File: config.mk
export PLATFORM = sky130hd
export DESIGN_NAME = cfg_clock_fanout_output_gate
export DESIGN_NICKNAME = d
export VERILOG_FILES = /design/src/cfg_pkg.sv /design/src/cfg_clock_fanout_output_gate.sv
export VERILOG_INCLUDE_DIRS = /design/src
export SDC_FILE = /design/constraint.sdc
export NUM_CORES = 1
export LEC_CHECK = 0
export BUFFER_PORTS_ARGS = -buffer_cell sky130_fd_sc_hd__buf_2
export CORE_UTILIZATION = 33
export DETAILED_ROUTE_END_ITERATION = 6
export PLACE_DENSITY = 0.7
export SLEW_MARGIN = 20
export SYNTH_ARGS = -nofsm -noshare
export SYNTH_HDL_FRONTEND = slang
export SYNTH_SLANG_ARGS = --single-unit
File: constraint.sdc
create_clock -name mclk_i -period 1.45 [get_ports mclk_i]
set_clock_uncertainty 0.05 [all_clocks]
set_input_delay 0.0725 -clock mclk_i [delete_from_list [all_inputs] [get_ports mclk_i]]
set_output_delay 0.0725 -clock mclk_i [all_outputs]
set_load 0.005 [all_outputs]
File: src/cfg_consts.svh
`ifndef CFG_CONSTS_SVH
`define CFG_CONSTS_SVH

// ----------------------------------------
// Reset values and defaults
// ----------------------------------------
`define CFG_NUM_OUTPUTS     10
`define CFG_RST_SYNC        3'h0
`define CFG_RST_LEVEL       1'h0
`define CFG_RST_OE_N        1'h1
`define CFG_RESUME_MAX_CYC  2

`endif

File: src/cfg_pkg.sv
package cfg_pkg;

  // ----------------------------------------
  // Gating states
  // ----------------------------------------
  typedef enum logic [2:0]
  {
    CFG_ST_HIZ   = 3'h1,
    CFG_ST_LOW   = 3'h2,
    CFG_ST_DRIVE = 3'h4
  } cfg_state_t;

  // ----------------------------------------
  // Whole module state
  // ----------------------------------------
  typedef struct packed
  {
    logic [2:0]  ref_sync_ff;
    logic        ref_lvl_ff;
    logic [2:0]  en_sync_ff;
    logic        en_lvl_ff;
    cfg_state_t  state_ff;
    logic        out_lvl_ff;
    logic        out_oe_n_ff;
  } cfg_regs_t;

endpackage

File: src/cfg_clock_fanout_output_gate.sv
`timescale 1ns/1ns
// Notes on behaviour
// A falling enable keeps outputs driven until the next falling input edge, then floats them.
// Outputs stay floating for as long as the enable stays low.
// Raising the enable while floating drives all outputs low at once, with no input edge.
// Toggling resumes only after a falling input edge and within two input cycles of the raise.
// With the input static, a rising enable still forces the floating outputs low.
// With the input static, a later falling enable does not float the outputs until a falling edge.
// Every enable change reaches all outputs on the same edge, so no runt pulse or glitch appears.

`include "cfg_consts.svh"

module cfg_clock_fanout_output_gate
  import cfg_pkg::*;
#(
  parameter int NUM_OUTPUTS = `CFG_NUM_OUTPUTS
)
(
  input  wire logic                   mclk_i,
  input  wire logic                   resetn_i,
  input  wire logic                   ref_clk_i,
  input  wire logic                   out_enable_i,
  output logic [NUM_OUTPUTS-1:0]      clk_out_o,
  output logic [NUM_OUTPUTS-1:0]      clk_out_oe_n_o
);

  // ----------------------------------------
  // Parameter check
  // ----------------------------------------
  if (NUM_OUTPUTS < 1)
  begin : g_bad_param
    $error("NUM_OUTPUTS must be at least 1");
  end

  // ----------------------------------------
  // Reset image of the register set
  // ----------------------------------------
  localparam cfg_regs_t RST_REGS =
  '{
    ref_sync_ff : `CFG_RST_SYNC,
    ref_lvl_ff  : `CFG_RST_LEVEL,
    en_sync_ff  : `CFG_RST_SYNC,
    en_lvl_ff   : `CFG_RST_LEVEL,
    state_ff    : CFG_ST_HIZ,
    out_lvl_ff  : `CFG_RST_LEVEL,
    out_oe_n_ff : `CFG_RST_OE_N
  };

  // ----------------------------------------
  // Register set and edge flag
  // ----------------------------------------
  cfg_regs_t regs_ff;
  cfg_regs_t nxt_regs;
  logic      ref_fall;

  // ----------------------------------------
  // Three-stage chain on an asynchronous pin
  // ----------------------------------------
  function automatic logic [2:0] cfg_shift
  (
    input logic [2:0] chain,
    input logic       pin
  );
    return {chain[1:0], pin};
  endfunction

  // ----------------------------------------
  // Level filter behind a chain
  // ----------------------------------------
  function automatic logic cfg_filter
  (
    input logic [2:0] sync,
    input logic       level
  );
    logic result;
    result = level;
    // A change counts once the second and third stages agree
    if (sync[1] == sync[2])
    begin
      result = sync[2];
    end
    return result;
  endfunction

  // ----------------------------------------
  // Falling edge of a filtered level
  // ----------------------------------------
  function automatic logic cfg_fell
  (
    input logic old_level,
    input logic new_level
  );
    return old_level & ~new_level;
  endfunction

  // ----------------------------------------
  // Gating state machine
  // ----------------------------------------
  function automatic cfg_state_t cfg_next_state
  (
    input cfg_state_t state,
    input logic       en_level,
    input logic       ref_edge
  );
    cfg_state_t result;
    result = state;
    case (state)
      CFG_ST_DRIVE:
      begin
        // Keep driving until a falling input edge with the enable low
        if (!en_level && ref_edge)
        begin
          result = CFG_ST_HIZ;
        end
      end
      CFG_ST_HIZ:
      begin
        // Floating for as long as the enable is seen low
        if (en_level)
        begin
          result = CFG_ST_LOW;
        end
      end
      CFG_ST_LOW:
      begin
        // Held low until a falling edge, then toggle or float
        if (ref_edge && en_level)
        begin
          result = CFG_ST_DRIVE;
        end
        else if (ref_edge)
        begin
          result = CFG_ST_HIZ;
        end
      end
      default:
      begin
        // Illegal codes fall back to floating
        result = CFG_ST_HIZ;
      end
    endcase
    return result;
  endfunction

  // ----------------------------------------
  // Pin state for a gating state
  // ----------------------------------------
  function automatic logic cfg_pin_oe_n
  (
    input cfg_state_t state
  );
    logic result;
    result = 1'h0;
    if (state == CFG_ST_HIZ)
    begin
      result = 1'h1;
    end
    return result;
  endfunction

  function automatic logic cfg_pin_level
  (
    input cfg_state_t state,
    input logic       ref_level
  );
    logic result;
    result = 1'h0;
    // Only the toggling state lets the input through
    if (state == CFG_ST_DRIVE)
    begin
      result = ref_level;
    end
    return result;
  endfunction

  function automatic logic [NUM_OUTPUTS-1:0] cfg_fan
  (
    input logic level
  );
    return {NUM_OUTPUTS{level}};
  endfunction

  // ----------------------------------------
  // Next register set
  // ----------------------------------------
  always_comb
  begin
    nxt_regs = regs_ff;
    nxt_regs.ref_sync_ff = cfg_shift(regs_ff.ref_sync_ff, ref_clk_i);
    nxt_regs.en_sync_ff  = cfg_shift(regs_ff.en_sync_ff, out_enable_i);
    nxt_regs.ref_lvl_ff  = cfg_filter(regs_ff.ref_sync_ff, regs_ff.ref_lvl_ff);
    nxt_regs.en_lvl_ff   = cfg_filter(regs_ff.en_sync_ff, regs_ff.en_lvl_ff);
    // Edge judged on the filtered level, never on the raw pin
    ref_fall             = cfg_fell(regs_ff.ref_lvl_ff, nxt_regs.ref_lvl_ff);
    nxt_regs.state_ff    = cfg_next_state(regs_ff.state_ff, nxt_regs.en_lvl_ff, ref_fall);
    // One shared level and enable for every pin, changed on one edge
    nxt_regs.out_oe_n_ff = cfg_pin_oe_n(nxt_regs.state_ff);
    nxt_regs.out_lvl_ff  = cfg_pin_level(nxt_regs.state_ff, nxt_regs.ref_lvl_ff);
  end

  // ----------------------------------------
  // State register
  // ----------------------------------------
  always_ff @(posedge mclk_i or negedge resetn_i)
  begin
    if (!resetn_i)
    begin
      regs_ff <= RST_REGS;
    end
    else
    begin
      regs_ff <= nxt_regs;
    end
  end

  // ----------------------------------------
  // Fanout of the registered pin state
  // ----------------------------------------
  assign clk_out_o      = cfg_fan(regs_ff.out_lvl_ff);
  assign clk_out_oe_n_o = cfg_fan(regs_ff.out_oe_n_ff);

endmodule

==> reports/metrics.cfg, run 1 <==
[clock_tree]
post-cts-setup-buffer-count=0
insertion_delay_ns=0.27
cts_resized=0
cts_buffer_depth=2
clockRootBuffer=clkbuf_4
clock-sinks=13
clk_pin_slew_ns=0.08
cts_tree=done
h-tree-depth=1
cts_made_buffers=3

[layout]
regArea_um2=328
diodes=0
final_common_cell=buf_2
multi_input_area_um2=116
synthToLayoutAreaGrowth_pct=11.4
fill_cells=185
layout_common_cells=23 x buf_2, 11 x dfrtp_1, 4 x nand3_1
drive_above_1_share_pct=50.8
num-nets-final=68
fin_cells=88

[critical_path]
end_kind=flop
cp-startpoint=regs_ff[12]$_DFF_PN0_
reg2reg_setup_slack_ns=-0.12
start_kind=flop
crit_fanout=2
critPathArrivalTime_ns=1.71
critPathRequiredTime_ns=1.59
critPathKind=reg -> reg
rr_startpoint=regs_ff[12]$_DFF_PN0_

[route]
routed_via_density=4.16
ant_nets=0
vias=366
drc_errors=0
wl_per_cell_um=9.45
drt_iter0_drc=0
wirelength_um=832
drtPass1Iterations=1

[synth]
postSynthAreaPerCell_um2=11.8
syn_area_um2=602
ys_types=14
yosysWarnings=0
syn_inst=51
syn_nets=55
synth-seq-cells=13
yosysSeqAreaShare_pct=54.5

[die]
die_w_um=44.7
num_rows=15
start_util_pct=34.9
die-area_um2=2000
ioPinCount=24
core_area_um2=1730
dieHeight_um=44.7

[global_route]
track_usage_pct=9.92
antenna_found_initial=0
grt_max_degree=14
grt-ovfl-total=0
grt_first_pass_wirelength_mm=1.32
grt_pass1_vias=337

[place]
port_buffers=23
placed_cells_incl_taps=81
gp_congestion=0.721

[job]
drv_cap=0

[sta]
timing.final.crit_share_pct=108
setup_violations=1
drv_slew=0
hold_viol=0
grt_setup_unrepaired=true
tightest_slew_ns=0.290
setup-tns-final_ns=-0.118
max_freq_mhz=638
finalWorstSetupSlack_ns=-0.118
timing.final.crit_period_ns=1.57
hold-worst-slack_ns=0.160
max_slew_margin_pct=80.7

[power]
p_leak_nw=0.334
p_total_mw=0.992
p_per_area_nw_per_um2=1480
ir_worst_vdd_mv=0.664

[hold_path]
hold_path_class=in -> async

[status]
violations=setup timing
status=complete, but fails checks

[timing repair]
item,in CTS,in global routing
hold buffers,3,0
hold endpoints to repair,15,0
setup endpoints to repair,1,1
[synthesized netlist by cell type]
master / n / share of area, %
nor4bb_1: 1 / 1.7
o31a_1: 2 / 2.9
or3b_4: 1 / 1.9
inv_1: 2 / 1.2
maj3_1: 2 / 3.3
o22ai_1: 1 / 1.0
a21oi_1: 1 / 0.83
dfstp_2: 2 / 8.7
buf_4: 20 / 25
dfrtp_1: 11 / 46
nand3_1: 4 / 3.3
or4b_1: 1 / 1.7
nor2_1: 2 / 1.2
xnor2_1: 1 / 1.5
[worst max-delay path, stage by stage (launching register included)]
cell and delay [ns]:
dfrtp_1 0.39, or3b_4 0.39, or4b_1 0.50, o22ai_1 0.16
[state kept, by name (all words and copies together), names as in the netlist]
register	count
clk_out_o	1
clk_out_oe_n_o	1
nxt_regs	4
regs_ff	7
[per-layer routing]
layer | up-vias | track usage (%) | part of all wire [%]
li1 | 175 | - | -
met1 | 161 | 9.77 | 47
met2 | 28 | 16.2 | 41
met3 | 2 | 6.00 | 10
met4 | 0 | 5.45 | 1.2
met5 | - | 0 | 0
[where the power goes]
group,total (mW),internal [mW],leakage (nW),switching (mW)
registers,0.507,0.436,0.155,0.0713
logic,0.270,0.148,0.161,0.122
clock network,0.215,0.102,0.0177,0.113
total,0.992,0.686,0.334,0.306
[layout make-up]
type                    count  share of cell area [%]
well taps                  25                    4.66
flip-flops and latches     13                    48.9
clock inverters             1                   0.746
multi-input cells          16                    17.4
inverters                   2                    1.12
repair buffers             28                    23.9
clock buffers               3                    3.36
[path summary, 6_finish.rpt]
check / end / cells past startpoint
min in group mclk_i: nxt_regs[8]$_DFF_PN0_ / 0
worst min-delay path: regs_ff[12]$_DFF_PN0_ / 2
worst max-delay path: regs_ff[4]$_DFF_PN0_ / 3
worst max register to register: regs_ff[4]$_DFF_PN0_ / 3
max in group asynchronous: clk_out_oe_n_o[0]$_DFF_PN1_ / 2
worst min register to register: nxt_regs[8]$_DFF_PN0_ / 0
[per-stage QoR]
stage | area, um2 | util (%) | worst slack [ns]
floorplan | 602 | - | -0.0576
global placement | 613 | 35.5 | -0.0671
detailed placement | 613 | 35.5 | -0.0836
CTS | 671 | 38.8 | -0.117
global route | 671 | 38.8 | -0.184
finish | 671 | 38.8 | -0.118
[cell families after synthesis]
family / count (synthesis) / share of synthesized area, %
xor+xnor: 1 / 1.46
compound gates: 4 / 4.78
fa+ha+maj: 2 / 3.33
flops: 13 / 54.5
simple gates: 9 / 9.77
buf+inv: 22 / 26.2
Power figures use the tool's default switching activity.
==> run 2: changes to the inputs <==
PLACE_DENSITY = 0.68   (was 0.7)
SKIP_CTS_REPAIR_TIMING = 1   (was unset)
clock period = 1.6 ns   (was 1.45 ns; I/O delays follow)
==> run 2 against run 1 <==
Against the previous run:
- the flow now finishes without violations
- sequential power fell by 9.3%
- total power shrank 10%
- core utilization down 0.87 points
- design area decreased by 2.2%
- worst hold slack lost 0.0014 ns
- wire length down 8.5%
- sequential cell count stayed put
- register-to-register slack improved by 0.16 ns
- critical path depth stayed put
- sequential share of layout area grew 1.1 points
- global-route usage down 0.74 points
==> reports/metrics.cfg, run 2 (synthesis gave the netlist of run 1 again) <==
[critical_path]
critPathArrivalTime_ns=1.71  ; about the same
crit_fanout=3  ; was 2
rr_startpoint=regs_ff[12]$_DFF_PN0_  ; unchanged
r2r_cells=3  ; unchanged
r2r_end=regs_ff[4]$_DFF_PN0_  ; unchanged
end_kind=flop  ; unchanged
critPathRequiredTime_ns=1.75  ; was 1.59 ns
start_kind=flop  ; unchanged
reg2reg_setup_slack_ns=0.04  ; was -0.12 ns
cp-startpoint=regs_ff[12]$_DFF_PN0_  ; unchanged
critPathKind=reg -> reg  ; unchanged

[sta]
timing.final.crit_share_pct=97.5  ; was 108%
tightest_slew_ns=0.273  ; was 0.290 ns
setup_violations=0  ; was 1
max_slew_margin_pct=81.8  ; was 80.7%
timing.final.crit_period_ns=1.56  ; was 1.57 ns
hold-worst-slack_ns=0.158  ; was 0.160 ns
max_freq_mhz=641  ; was 638 MHz
drv_slew=0  ; unchanged
grt_setup_unrepaired=true  ; unchanged
hold_viol=0  ; unchanged

[route]
ant_nets=0  ; unchanged
vias=362  ; was 366
wirelength_um=761  ; was 832 um
drt_iter0_drc=0  ; unchanged
drc_errors=0  ; unchanged
drtPass1Iterations=1  ; unchanged
wl_per_cell_um=8.85  ; was 9.45 um
routed_via_density=4.21  ; was 4.16

[job]
drv_cap=0  ; unchanged

[die]
start_util_pct=34.9  ; unchanged
dieHeight_um=44.7  ; unchanged
num_rows=15  ; unchanged
ioPinCount=24  ; unchanged
die-area_um2=2000  ; unchanged
core_area_um2=1730  ; unchanged
die_w_um=44.7  ; unchanged

[power]
pwr-share-seq_pct=51.7  ; was 51.1%
swShare_pct=30.5  ; was 30.8%
p_per_area_nw_per_um2=1360  ; was 1480 nW/um2
netSwitchingPower_mw=0.271  ; was 0.306 mW
p_total_mw=0.890  ; was 0.992 mW
p_leak_nw=0.325  ; was 0.334 nW
power.clock.fraction_pct=21.6  ; was 21.7%
ir_worst_vdd_mv=0.529  ; was 0.664 mV
p_comb_share_pct=26.7  ; was 27.2%
intPower_mw=0.619  ; was 0.686 mW

[hold_path]
hold_path_class=in -> async  ; unchanged

[layout]
num-nets-final=66  ; was 68
drive_above_1_share_pct=49.2  ; was 50.8%
synthToLayoutAreaGrowth_pct=8.94  ; was 11.4%
fill_cells=178  ; was 185
layout_common_cells=23 x buf_2, 11 x dfrtp_1, 4 x nand3_1  ; unchanged
largest-register=regs_ff  ; unchanged
final_common_cell=buf_2  ; unchanged
utilization_pct=38.0  ; was 38.8%
diodes=0  ; unchanged
largest_register_ffs=7  ; unchanged
design_area_um2=656  ; was 671 um2
regArea_um2=328  ; unchanged
multi_input_area_um2=116  ; unchanged

[clock_tree]
clockRootBuffer=clkbuf_4  ; unchanged
cts_tree=done  ; unchanged
cts_buffer_depth=2  ; unchanged
h-tree-depth=1  ; unchanged
clk_pin_slew_ns=0.07  ; was 0.08 ns
clock-sinks=13  ; unchanged
insertion_delay_ns=0.27  ; about the same
cts_made_buffers=3  ; unchanged

[global_route]
grt_max_degree=14  ; unchanged
grt_first_pass_wirelength_mm=1.22  ; was 1.32 mm
antenna_found_initial=0  ; unchanged
grt_pass1_vias=321  ; was 337
track_usage_pct=9.18  ; was 9.92%
grt-ovfl-total=0  ; unchanged

[place]
post_dp_cell_area_um2=598  ; was 613 um2
dp_hpwl_um=562
port_buffers=23  ; unchanged
gp_congestion=0.651  ; was 0.721

[status]
status=finished clean  ; was complete, but fails checks

-- run 2: cell count changes in the layout (fill, tap and decap cells not counted) --
cell	previous run	this run
buf_4	2	0
-- run 2: per-stage QoR --
stage          worst slack [ns]  cells  TNS (ns)
4_1_cts                  0.0333     83         0
3_5_place_dp             0.0544     79         0
5_1_grt                -0.00828     86  -0.00828
6_report                 0.0399     86         0
3_3_place_gp             0.0783     79         0
2_1_floorplan            0.0924     51         0
-- run 2: cell type report --
| class | instances | area share (%) |
|---|---|---|
| Multi-Input combinational cell | 16 | 17.7 |
| Sequential cell | 13 | 50.0 |
| Clock buffer | 3 | 3.44 |
| Timing Repair Buffer | 26 | 22.1 |
| Tap cell | 25 | 4.77 |
| Clock inverter | 1 | 0.763 |
| Inverter | 2 | 1.15 |
-- run 2: worst max path at each step --
stage,to,slack (ns),cells past startpoint
after floorplan,regs_ff[4]$_DFF_PN0_,0.09,3
after global placement,regs_ff[4]$_DFF_PN0_,0.08,3
after detailed placement,regs_ff[4]$_DFF_PN0_,0.05,3
after CTS,regs_ff[4]$_DFF_PN0_,0.03,3
after global routing,regs_ff[4]$_DFF_PN0_,-0.008,3
final,regs_ff[4]$_DFF_PN0_,0.04,3
-- run 2: worst max-delay path, cell delays in order (launching register included) --
cell     delay, ns
dfrtp_1       0.38
or3b_4        0.40
or4b_1        0.50
o22ai_1       0.15
-- run 2: power groups by stage --
stage                     sequential [mW]  combinational (mW)  clock (mW)
after floorplan                     0.457               0.260           0
after global routing                0.474               0.272       0.223
after detailed placement            0.467               0.235           0
final                               0.460               0.238       0.193
after CTS                           0.462               0.235       0.203
after global placement              0.463               0.228           0
-- run 2: layer usage --
metal / global-route usage (%) / share of wire, % / routed length, um / vias up
li1: - / - / - / 170
met1: 8.03 / 40 / 303 / 163
met2: 15.6 / 47 / 355 / 27
met3: 7.20 / 12 / 91 / 2
met4: 3.64 / 1.4 / 11 / 0
met5: 0 / 0 / 0 / -
